`config.mk`:
```
export PLATFORM = sky130hd
export DESIGN_NAME = asp_core
export DESIGN_NICKNAME = d
export VERILOG_FILES = /design/src/core/asp_pkg.sv /design/src/core/asp_fifo.sv /design/src/core/asp_core.sv
export SDC_FILE = /design/constraint.sdc
export NUM_CORES = 1
export LEC_CHECK = 0
export ABC_AREA = 1
export BUFFER_PORTS_ARGS = -buffer_cell sky130_fd_sc_hd__clkbuf_2
export CAP_MARGIN = 40
export CORE_ASPECT_RATIO = 1.75
export CORE_MARGIN = 1.5
export CORE_UTILIZATION = 55
export CTS_CLUSTER_SIZE = 20
export DETAILED_ROUTE_END_ITERATION = 8
export PLACE_DENSITY = 0.8
export SYNTH_ARGS = -nofsm -noshare
export SYNTH_HDL_FRONTEND = slang
export SYNTH_SLANG_ARGS = --single-unit
```
`constraint.sdc`:
```
create_clock -name clk_sys_i -period 3.25 [get_ports clk_sys_i]
set_input_delay 0.4875 -clock clk_sys_i [delete_from_list [all_inputs] [get_ports clk_sys_i]]
set_output_delay 0.4875 -clock clk_sys_i [all_outputs]
set_load 0.02 [all_outputs]
```
`src/core/asp_pkg.sv`:
```
// constants, register map and state types of the async serial port
package asp_pkg;
  // register bus geometry
  localparam int AXI_ADDR_W = 12;
  localparam int AXI_DATA_W = 32;
  // register indices; byte address is four times the index
  localparam logic [9:0] IDX_CTRL = 10'h098;
  localparam logic [9:0] IDX_DATA = 10'h099;
  localparam logic [9:0] IDX_IRQ_EN = 10'h09a;
  // control register fields
  localparam int CTRL_FMT_BIT = 7;
  localparam int CTRL_ONE_BIT = 6;
  localparam int CTRL_MPF_BIT = 5;
  localparam int CTRL_REN_BIT = 4;
  localparam int CTRL_NTB_BIT = 3;
  localparam int CTRL_NRB_BIT = 2;
  localparam int CTRL_TDF_BIT = 1;
  localparam int CTRL_RDF_BIT = 0;
  // interrupt enable register field
  localparam int IRQ_EN_BIT = 0;
  // reset values
  localparam logic [7:0] CTRL_RESET = 8'h40;
  localparam logic [7:0] DATA_RESET = 8'h00;
  localparam logic IRQ_EN_RESET = 1'b0;
  // frame format select values
  localparam logic FMT_8BIT = 1'b0;
  localparam logic FMT_9BIT = 1'b1;
  // bit timing: ticks per bit and the mid-bit tick of the start bit
  localparam int OVERSAMPLE = 16;
  localparam logic [3:0] TICK_LAST = 4'(OVERSAMPLE - 1);
  localparam logic [3:0] TICK_MID = 4'(OVERSAMPLE / 2 - 1);
  localparam logic [2:0] DATA_LAST = 3'h7;
  // transmit buffer geometry
  localparam int TXQ_WIDTH = 8;
  localparam int TXQ_DEPTH = 16;
  // bus responses
  localparam logic [1:0] RESP_OKAY = 2'h0;
  localparam logic [1:0] RESP_SLVERR = 2'h2;
  // frame phases shared by both directions
  typedef enum logic [2:0] {
    ASP_IDLE,
    ASP_START,
    ASP_DATA,
    ASP_NINTH,
    ASP_STOP
  } asp_phase_t;
endpackage : asp_pkg

```
`src/core/asp_fifo.sv`:
```
// flip-flop fifo with valid and ready on both sides
module asp_fifo #(
  parameter int WIDTH = 8,
  parameter int DEPTH = 16
) (
  // clock and reset
  input wire logic clk_sys_i,
  input wire logic rst_n_i,
  // filling side
  input wire logic in_valid_i,
  output logic in_ready_o,
  input wire logic [WIDTH-1:0] in_data_i,
  // draining side
  output logic out_valid_o,
  input wire logic out_ready_i,
  output logic [WIDTH-1:0] out_data_o
);
  localparam int PW = $clog2(DEPTH);
  localparam logic [PW:0] FULL = (PW + 1)'(DEPTH);

  typedef struct packed {
    logic [DEPTH-1:0][WIDTH-1:0] mem;
    logic [PW-1:0] wr;
    logic [PW-1:0] rd;
    logic [PW:0] cnt;
  } asp_fifo_st_t;

  asp_fifo_st_t q;
  asp_fifo_st_t d;
  logic push;
  logic pop;

  // handshakes; full and empty come straight from the count
  assign in_ready_o = (q.cnt != FULL);
  assign out_valid_o = (q.cnt != '0);
  assign out_data_o = q.mem[q.rd];
  assign push = in_valid_i && in_ready_o;
  assign pop = out_valid_o && out_ready_i;

  // pointer and count update; depth is a power of two so pointers wrap
  always_comb begin
    d = q;
    if (push) begin
      d.mem[q.wr] = in_data_i;
      d.wr = q.wr + 1'b1;
    end
    if (pop) begin
      d.rd = q.rd + 1'b1;
    end
    if (push && !pop) begin
      d.cnt = q.cnt + 1'b1;
    end else if (pop && !push) begin
      d.cnt = q.cnt - 1'b1;
    end
  end

  always_ff @(posedge clk_sys_i) begin
    if (!rst_n_i) begin
      q <= '0;
    end else begin
      q <= d;
    end
  end
endmodule : asp_fifo

```
`src/core/asp_core.sv`:
```
// async serial port: axi4-lite registers, transmitter, receiver
module asp_core (
  // clock and reset
  input wire logic clk_sys_i,
  input wire logic rst_n_i,
  // bit-rate tick, one cycle per timer overflow
  input wire logic bit_tick_i,
  // serial line
  input wire logic rxd_i,
  output logic txd_o,
  // interrupt request
  output logic irq_o,
  // axi4-lite write address
  input wire logic s_axi_awvalid,
  output logic s_axi_awready,
  input wire logic [asp_pkg::AXI_ADDR_W-1:0] s_axi_awaddr,
  input wire logic [2:0] s_axi_awprot,
  // axi4-lite write data
  input wire logic s_axi_wvalid,
  output logic s_axi_wready,
  input wire logic [asp_pkg::AXI_DATA_W-1:0] s_axi_wdata,
  input wire logic [3:0] s_axi_wstrb,
  // axi4-lite write response
  output logic s_axi_bvalid,
  input wire logic s_axi_bready,
  output logic [1:0] s_axi_bresp,
  // axi4-lite read address
  input wire logic s_axi_arvalid,
  output logic s_axi_arready,
  input wire logic [asp_pkg::AXI_ADDR_W-1:0] s_axi_araddr,
  input wire logic [2:0] s_axi_arprot,
  // axi4-lite read data
  output logic s_axi_rvalid,
  input wire logic s_axi_rready,
  output logic [asp_pkg::AXI_DATA_W-1:0] s_axi_rdata,
  output logic [1:0] s_axi_rresp
);

  typedef struct packed {
    // bus slave
    logic awready;
    logic wready;
    logic [9:0] aw_idx;
    logic [7:0] wbyte;
    logic wlane0;
    logic bvalid;
    logic [1:0] bresp;
    logic arready;
    logic rvalid;
    logic [31:0] rdata;
    logic [1:0] rresp;
    // control register
    logic fmt;
    logic mpf;
    logic ren;
    logic ntb;
    logic nrb;
    logic tdf;
    logic rdf;
    logic irq_en;
    logic irq;
    // receive latch
    logic [7:0] rbuf;
    // transmitter
    asp_pkg::asp_phase_t tx_ph;
    logic [3:0] tx_cnt;
    logic [2:0] tx_bit;
    logic [7:0] tx_sh;
    logic tx_n9;
    logic txd;
    // receiver
    logic rx_s1;
    logic rx_s2;
    asp_pkg::asp_phase_t rx_ph;
    logic [3:0] rx_cnt;
    logic [2:0] rx_bit;
    logic [7:0] rx_sh;
    logic rx_n9;
  } asp_core_st_t;

  asp_core_st_t q;
  asp_core_st_t d;

  // transmit buffer handshakes
  logic txq_in_valid;
  logic txq_in_ready;
  logic txq_out_valid;
  logic txq_out_ready;
  logic [7:0] txq_out_data;

  // write and read path decode, receive acceptance
  logic wr_both;
  logic wr_buf;
  logic wr_ctrl;
  logic wr_irq;
  logic wr_fire;
  logic [9:0] ar_idx;
  logic [7:0] ctrl_rd;
  logic rx_ninth;
  logic rx_accept;

  // outputs come straight from the state register
  assign txd_o = q.txd;
  assign irq_o = q.irq;
  assign s_axi_awready = q.awready;
  assign s_axi_wready = q.wready;
  assign s_axi_bvalid = q.bvalid;
  assign s_axi_bresp = q.bresp;
  assign s_axi_arready = q.arready;
  assign s_axi_rvalid = q.rvalid;
  assign s_axi_rdata = q.rdata;
  assign s_axi_rresp = q.rresp;

  // a write is ready to act once both its address and data are held
  assign wr_both = !q.awready && !q.wready && !q.bvalid;
  assign wr_buf = (q.aw_idx == asp_pkg::IDX_DATA);
  assign wr_ctrl = (q.aw_idx == asp_pkg::IDX_CTRL);
  assign wr_irq = (q.aw_idx == asp_pkg::IDX_IRQ_EN);
  // a buffer write waits for room, so a full queue stalls the response
  assign txq_in_valid = wr_both && wr_buf && q.wlane0;
  assign wr_fire = wr_both && (!txq_in_valid || txq_in_ready);
  // the queue drains only into an idle transmitter
  assign txq_out_ready = (q.tx_ph == asp_pkg::ASP_IDLE);
  assign ar_idx = s_axi_araddr[asp_pkg::AXI_ADDR_W-1:2];

  // control register as software sees it; bit six always reads one
  assign ctrl_rd = {q.fmt, 1'b1, q.mpf, q.ren, q.ntb, q.nrb, q.tdf, q.rdf};

  // acceptance test at the stop bit sample
  assign rx_ninth = (q.fmt == asp_pkg::FMT_9BIT) ? q.rx_n9 : q.rx_s2;
  assign rx_accept = !q.rdf && (!q.mpf || rx_ninth);

  asp_fifo #(
    .WIDTH(asp_pkg::TXQ_WIDTH),
    .DEPTH(asp_pkg::TXQ_DEPTH)
  ) u_txq (
    .clk_sys_i(clk_sys_i),
    .rst_n_i(rst_n_i),
    .in_valid_i(txq_in_valid),
    .in_ready_o(txq_in_ready),
    .in_data_i(q.wbyte),
    .out_valid_o(txq_out_valid),
    .out_ready_i(txq_out_ready),
    .out_data_o(txq_out_data)
  );

  // next state of the whole block
  always_comb begin
    d = q;

    // write address and data are taken independently, in either order
    if (q.awready && s_axi_awvalid) begin
      d.aw_idx = s_axi_awaddr[asp_pkg::AXI_ADDR_W-1:2];
      d.awready = 1'b0;
    end
    if (q.wready && s_axi_wvalid) begin
      d.wbyte = s_axi_wdata[7:0];
      d.wlane0 = s_axi_wstrb[0];
      d.wready = 1'b0;
    end

    // write effects; only the low byte lane holds register bits
    if (wr_fire) begin
      d.bvalid = 1'b1;
      d.bresp = (wr_buf || wr_ctrl || wr_irq) ?
        asp_pkg::RESP_OKAY : asp_pkg::RESP_SLVERR;
      if (wr_ctrl && q.wlane0) begin
        d.fmt = q.wbyte[asp_pkg::CTRL_FMT_BIT];
        d.mpf = q.wbyte[asp_pkg::CTRL_MPF_BIT];
        d.ren = q.wbyte[asp_pkg::CTRL_REN_BIT];
        d.ntb = q.wbyte[asp_pkg::CTRL_NTB_BIT];
        d.nrb = q.wbyte[asp_pkg::CTRL_NRB_BIT];
        d.tdf = q.wbyte[asp_pkg::CTRL_TDF_BIT];
        d.rdf = q.wbyte[asp_pkg::CTRL_RDF_BIT];
      end
      if (wr_irq && q.wlane0) begin
        d.irq_en = q.wbyte[asp_pkg::IRQ_EN_BIT];
      end
    end
    if (q.bvalid && s_axi_bready) begin
      d.bvalid = 1'b0;
      d.awready = 1'b1;
      d.wready = 1'b1;
    end

    // reads answer one cycle after the address is taken
    if (q.arready && s_axi_arvalid) begin
      d.arready = 1'b0;
      d.rvalid = 1'b1;
      d.rresp = asp_pkg::RESP_OKAY;
      if (ar_idx == asp_pkg::IDX_CTRL) begin
        d.rdata = {24'h000000, ctrl_rd};
      end else if (ar_idx == asp_pkg::IDX_DATA) begin
        d.rdata = {24'h000000, q.rbuf};
      end else if (ar_idx == asp_pkg::IDX_IRQ_EN) begin
        d.rdata = {31'h00000000, q.irq_en};
      end else begin
        d.rdata = 32'h00000000;
        d.rresp = asp_pkg::RESP_SLVERR;
      end
    end
    if (q.rvalid && s_axi_rready) begin
      d.rvalid = 1'b0;
      d.arready = 1'b1;
    end

    // transmitter: a queued byte starts a frame at once from idle
    if (q.tx_ph == asp_pkg::ASP_IDLE) begin
      d.txd = 1'b1;
      if (txq_out_valid) begin
        d.tx_ph = asp_pkg::ASP_START;
        d.tx_sh = txq_out_data;
        d.tx_n9 = q.ntb;
        d.tx_cnt = 4'h0;
        d.tx_bit = 3'h0;
        d.txd = 1'b0;
      end
    end else if (bit_tick_i) begin
      d.tx_cnt = q.tx_cnt + 1'b1;
      if (q.tx_cnt == asp_pkg::TICK_LAST) begin
        unique case (q.tx_ph)
          asp_pkg::ASP_START: begin
            d.tx_ph = asp_pkg::ASP_DATA;
            d.txd = q.tx_sh[0];
          end
          asp_pkg::ASP_DATA: begin
            if (q.tx_bit == asp_pkg::DATA_LAST) begin
              if (q.fmt == asp_pkg::FMT_9BIT) begin
                d.tx_ph = asp_pkg::ASP_NINTH;
                d.txd = q.tx_n9;
              end else begin
                d.tx_ph = asp_pkg::ASP_STOP;
                d.txd = 1'b1;
                d.tdf = 1'b1;
              end
            end else begin
              d.tx_bit = q.tx_bit + 1'b1;
              d.tx_sh = {1'b0, q.tx_sh[7:1]};
              d.txd = q.tx_sh[1];
            end
          end
          asp_pkg::ASP_NINTH: begin
            d.tx_ph = asp_pkg::ASP_STOP;
            d.txd = 1'b1;
            d.tdf = 1'b1;
          end
          asp_pkg::ASP_STOP: begin
            d.tx_ph = asp_pkg::ASP_IDLE;
          end
          asp_pkg::ASP_IDLE: begin
            d.tx_ph = asp_pkg::ASP_IDLE;
          end
        endcase
      end
    end

    // line synchroniser; only the second stage is read below
    d.rx_s1 = rxd_i;
    d.rx_s2 = q.rx_s1;

    // receiver: dropping enable abandons a frame in flight
    if (!q.ren) begin
      d.rx_ph = asp_pkg::ASP_IDLE;
    end else if (q.rx_ph == asp_pkg::ASP_IDLE) begin
      if (!q.rx_s2) begin
        d.rx_ph = asp_pkg::ASP_START;
        d.rx_cnt = 4'h0;
        d.rx_bit = 3'h0;
      end
    end else if (bit_tick_i) begin
      d.rx_cnt = q.rx_cnt + 1'b1;
      unique case (q.rx_ph)
        asp_pkg::ASP_START: begin
          // a start shorter than half a bit is taken as a glitch
          if (q.rx_cnt == asp_pkg::TICK_MID) begin
            d.rx_cnt = 4'h0;
            d.rx_ph = q.rx_s2 ? asp_pkg::ASP_IDLE : asp_pkg::ASP_DATA;
          end
        end
        asp_pkg::ASP_DATA: begin
          if (q.rx_cnt == asp_pkg::TICK_LAST) begin
            d.rx_sh = {q.rx_s2, q.rx_sh[7:1]};
            d.rx_bit = q.rx_bit + 1'b1;
            if (q.rx_bit == asp_pkg::DATA_LAST) begin
              d.rx_ph = (q.fmt == asp_pkg::FMT_9BIT) ?
                asp_pkg::ASP_NINTH : asp_pkg::ASP_STOP;
            end
          end
        end
        asp_pkg::ASP_NINTH: begin
          if (q.rx_cnt == asp_pkg::TICK_LAST) begin
            d.rx_n9 = q.rx_s2;
            d.rx_ph = asp_pkg::ASP_STOP;
          end
        end
        asp_pkg::ASP_STOP: begin
          // the flag sets at the stop sample, not at the end of the bit
          if (q.rx_cnt == asp_pkg::TICK_LAST) begin
            d.rx_ph = asp_pkg::ASP_IDLE;
            if (rx_accept) begin
              d.rbuf = q.rx_sh;
              d.nrb = rx_ninth;
              d.rdf = 1'b1;
            end
          end
        end
        asp_pkg::ASP_IDLE: begin
          d.rx_ph = asp_pkg::ASP_IDLE;
        end
      endcase
    end

    // request follows the flags; a hardware set beats a same-cycle clear
    d.irq = q.irq_en && (q.tdf || q.rdf);
  end

  // one register for all state except the transmit queue, which keeps its own
  always_ff @(posedge clk_sys_i) begin
    if (!rst_n_i) begin
      q <= '0;
      q.awready <= 1'b1;
      q.wready <= 1'b1;
      q.arready <= 1'b1;
      q.fmt <= asp_pkg::CTRL_RESET[asp_pkg::CTRL_FMT_BIT];
      q.irq_en <= asp_pkg::IRQ_EN_RESET;
      q.rbuf <= asp_pkg::DATA_RESET;
      q.txd <= 1'b1;
      q.rx_s1 <= 1'b1;
      q.rx_s2 <= 1'b1;
      q.tx_ph <= asp_pkg::ASP_IDLE;
      q.rx_ph <= asp_pkg::ASP_IDLE;
    end else begin
      q <= d;
    end
  end
endmodule : asp_core

```
==> run summary <==
clock skew -> 0.00971 ns
CTS root buf -> clkbuf_16
Worst Path Max Fanout -> 5
worst-skew pair later-pin latency -> 0.50 ns
sequential share of power -> 0.416
Fin. Hold Viols -> 0
Setup Buffers After CTS -> 0
first-pass GRT wire length -> 47200 µm
WP data required -> 3.68 ns
register area share after synthesis -> 0.396
vias per cell -> 5.26
CP startpoint kind -> flop
Post-CTS Hold Buffers -> 0
final setup violation count -> 0
final wirelength -> 28800 µm
Highest Signal Layer -> met4
RSZ-0062 raised after global routing -> no
DRC -> 0
number of global-route vias before repair -> 9902
area grow syn2layout -> 7.04%
RD Place Congestion -> 0.890
Worst-path clk slew -> 0.06 ns
run status -> finished, final reports clean
core area -> 20900 µm²
MaxCap Viol Count -> 0
Sw Share -> 0.321
ANT nets after route -> 0
HPWL Detailed -> 19800 µm
DRT iter0 DRCs -> 691
Pwr Total -> 7.71 mW
power share of the combinational group -> 0.226
maximum VDD drop -> 0.000573 V
type of the tightest min-delay check -> primary input to flop
Cell Int Power -> 5.23 mW
die area -> 22300 µm²
num rows -> 70
most frequent cell after synthesis -> nand2_1
post-route clock period utilization -> 0.839
TNS Setup -> 0 ns
leading area contributor after synthesis -> dfxtp_1
Mapped Area -> 11800 µm²
IO Count -> 118
CTS max path bufs -> 3
Synth async-reset ratio -> 0
Leak -> 6.28 nW
clk sinks -> 233
Die Wd -> 114 µm
top post-synthesis cells by count -> 443 x nand2_1, 360 x nor2_1, 233 x dfxtp_1
via count -> 10701
Worst Tran Pin Value -> 0.926 ns
H-tree levels -> 1
Netlist cell types -> 39
WS Path Type -> flop to flop
Synth area leaders -> dfxtp_1 40%, nand2_1 14%, nor2_1 11%, inv_1 6.6%, o21ai_0 4.6%
met3 wire len -> 1400 µm
Seq cells post-synth -> 233
WL/cell -> 14.1 µm
reg-to-reg startpoint -> q[108]$_SDFFE_PN0P_
gr ovfl total -> 0
Yosys warnings -> 0
Synth Instances -> 1777
CTS-repair resized insts -> 0
met1 wire length -> 11100 µm
number of synthesized flops with an enable pin -> 0
Final nets -> 1862
Cell Pwr Density -> 611 nW/µm²
number of buffers created by CTS -> 21
Initial Util -> 0.563
Fill cells -> 1863
largest net degree at the start of global routing -> 174
share of cells above drive strength 1 -> 0.0729
Max Fclk -> 367 MHz
Setup crit end kind -> flop
Min-Delay Startpoint -> rxd_i
initial antenna violation count -> 0
Die Ht -> 197 µm
Avg Inst Size Synth -> 6.63 µm²
Max-slew headroom -> 0.382
NetSw -> 2.47 mW
n_diodes -> 0
WL met2 -> 14700 µm
IO buf count -> 54
clock share of power -> 0.359
Yosys top cell area share -> 0.396
Critical Path AT -> 3.16 ns
Pre-antenna DRT Iters -> 6
critical path startpoint -> q[108]$_SDFFE_PN0P_
minimum clock period -> 2.73 ns
CTS tree -> yes
Final Max Tran Viols -> 0
Most used DFF post-synth -> dfxtp_1
All-Layer GR Usage -> 0.257
==> stage by stage <==
stage | hold slack (ns) | utilization | setup WS, ns | instance area, µm² | cells
6_report | 0.169 | 0.602 | 0.524 | 12600 | 2036
5_1_grt | 0.168 | 0.602 | 0.281 | 12600 | 2036
4_1_cts | 0.165 | 0.602 | 0.506 | 12600 | 2036
3_5_place_dp | 0.405 | 0.566 | 0.523 | 11800 | 2000
3_3_place_gp | 0.394 | 0.563 | 0.588 | 11800 | 1996
2_1_floorplan | 0.393 | - | 0.895 | 11900 | 1802
==> final cells by class <==
cell class                 count  area, µm²  share of cell area
multi-input combinational   1231       5610               0.445
sequential                   233       4670               0.370
inverter                     214        803              0.0637
clock buffer                  30        609              0.0483
timing repair buffer          70        453              0.0359
tap                          252        315              0.0250
clock inverter                 6        155              0.0123
==> worst max-delay path, cell delays in order, from the launching register on <==
cell,delay [ns]
dfxtp_1,0.30
inv_1,0.08
nand2_1,0.10
nor2_1,0.13
nand2_2,0.10
nor2_1,0.14
nand2_1,0.10
nor2_1,0.27
ha_1,0.24
inv_1,0.11
fa_1,0.41
a21oi_1,0.15
nor2_1,0.06
o21ai_0,0.15
nand3_1,0.11
nand2_1,0.07
nand2_1,0.04
nor2_1,0.10
==> state kept, by name (all words and copies together) (netlist names) <==
signal,cells
q,67
s_axi_bresp,1
d,1
s_axi_awready,1
txd_o,1
s_axi_rdata,8
irq_o,1
u_txq.q,141
s_axi_arready,1
s_axi_bvalid,1
s_axi_rresp,1
s_axi_wready,1
ctrl_rd,7
s_axi_rvalid,1
==> power by group through the flow <==
| stage | registers, mW | clock network (mW) | logic (mW) |
|---|---|---|---|
| after floorplan | 3.15 | 0 | 1.38 |
| after global routing | 3.22 | 2.91 | 1.96 |
| after detailed placement | 3.26 | 0 | 1.72 |
| final | 3.20 | 2.76 | 1.74 |
| after CTS | 3.20 | 2.79 | 1.73 |
| after global placement | 3.28 | 0 | 1.65 |
==> per-layer routing <==
layer | GRT usage | vias to the layer above
met5 | 0 | -
met4 | 0.140 | 0
met3 | 0.0261 | 86
met2 | 0.481 | 325
met1 | 0.280 | 4854
li1 | - | 5436
==> cell families (layout without fill, tap and decap cells) <==
| kind of cell | count (synthesis) | after routing | share of synthesized area |
|---|---|---|---|
| and+or+nand+nor | 937 | 937 | 0.334 |
| buffers and inverters | 338 | 320 | 0.136 |
| AOI/OAI and AO/OA | 248 | 248 | 0.113 |
| DFF | 233 | 233 | 0.396 |
| adders and majority gates | 16 | 16 | 0.0176 |
| xor gates and xnor gates | 4 | 4 | 0.00298 |
| other | 1 | 26 | 0.000318 |
==> path summary, 6_finish.rpt <==
check	slack, ns	cells after the start	endpoint
max	0.52	17	u_txq.q[4]$_SDFFE_PN0P_
min	0.17	2	d[19]$_SDFF_PN1_
min reg2reg	0.42	1	q[19]$_SDFF_PN1_
max reg2reg	0.52	17	u_txq.q[4]$_SDFFE_PN0P_
==> cells in the final DEF (no fill, tap or decap), drive strengths merged <==
| master | netlist | final |
|---|---|---|
| nand2 | 445 | 445 |
| nor2 | 364 | 364 |
| dfxtp | 233 | 233 |
| inv | 210 | 210 |
| o21ai | 109 | 109 |
| a21oi | 102 | 102 |
| nand3 | 84 | 84 |
| clkbuf | 54 | 83 |
| o211ai | 30 | 30 |
| conb | 1 | 26 |
| nand4 | 25 | 25 |
| buf | 70 | 17 |
| ha | 15 | 15 |
| nor3 | 11 | 11 |
| bufinv | 0 | 5 |
| clkinv | 4 | 5 |
| or2 | 4 | 4 |
| nand3b | 3 | 3 |
| xor2 | 3 | 3 |
| o31ai | 2 | 2 |
| o21a | 2 | 2 |
| a211oi | 1 | 1 |
| o21bai | 1 | 1 |
| and3 | 1 | 1 |
| a311oi | 1 | 1 |
| xnor2 | 1 | 1 |
| fa | 1 | 1 |
Power figures use the tool's default switching activity.
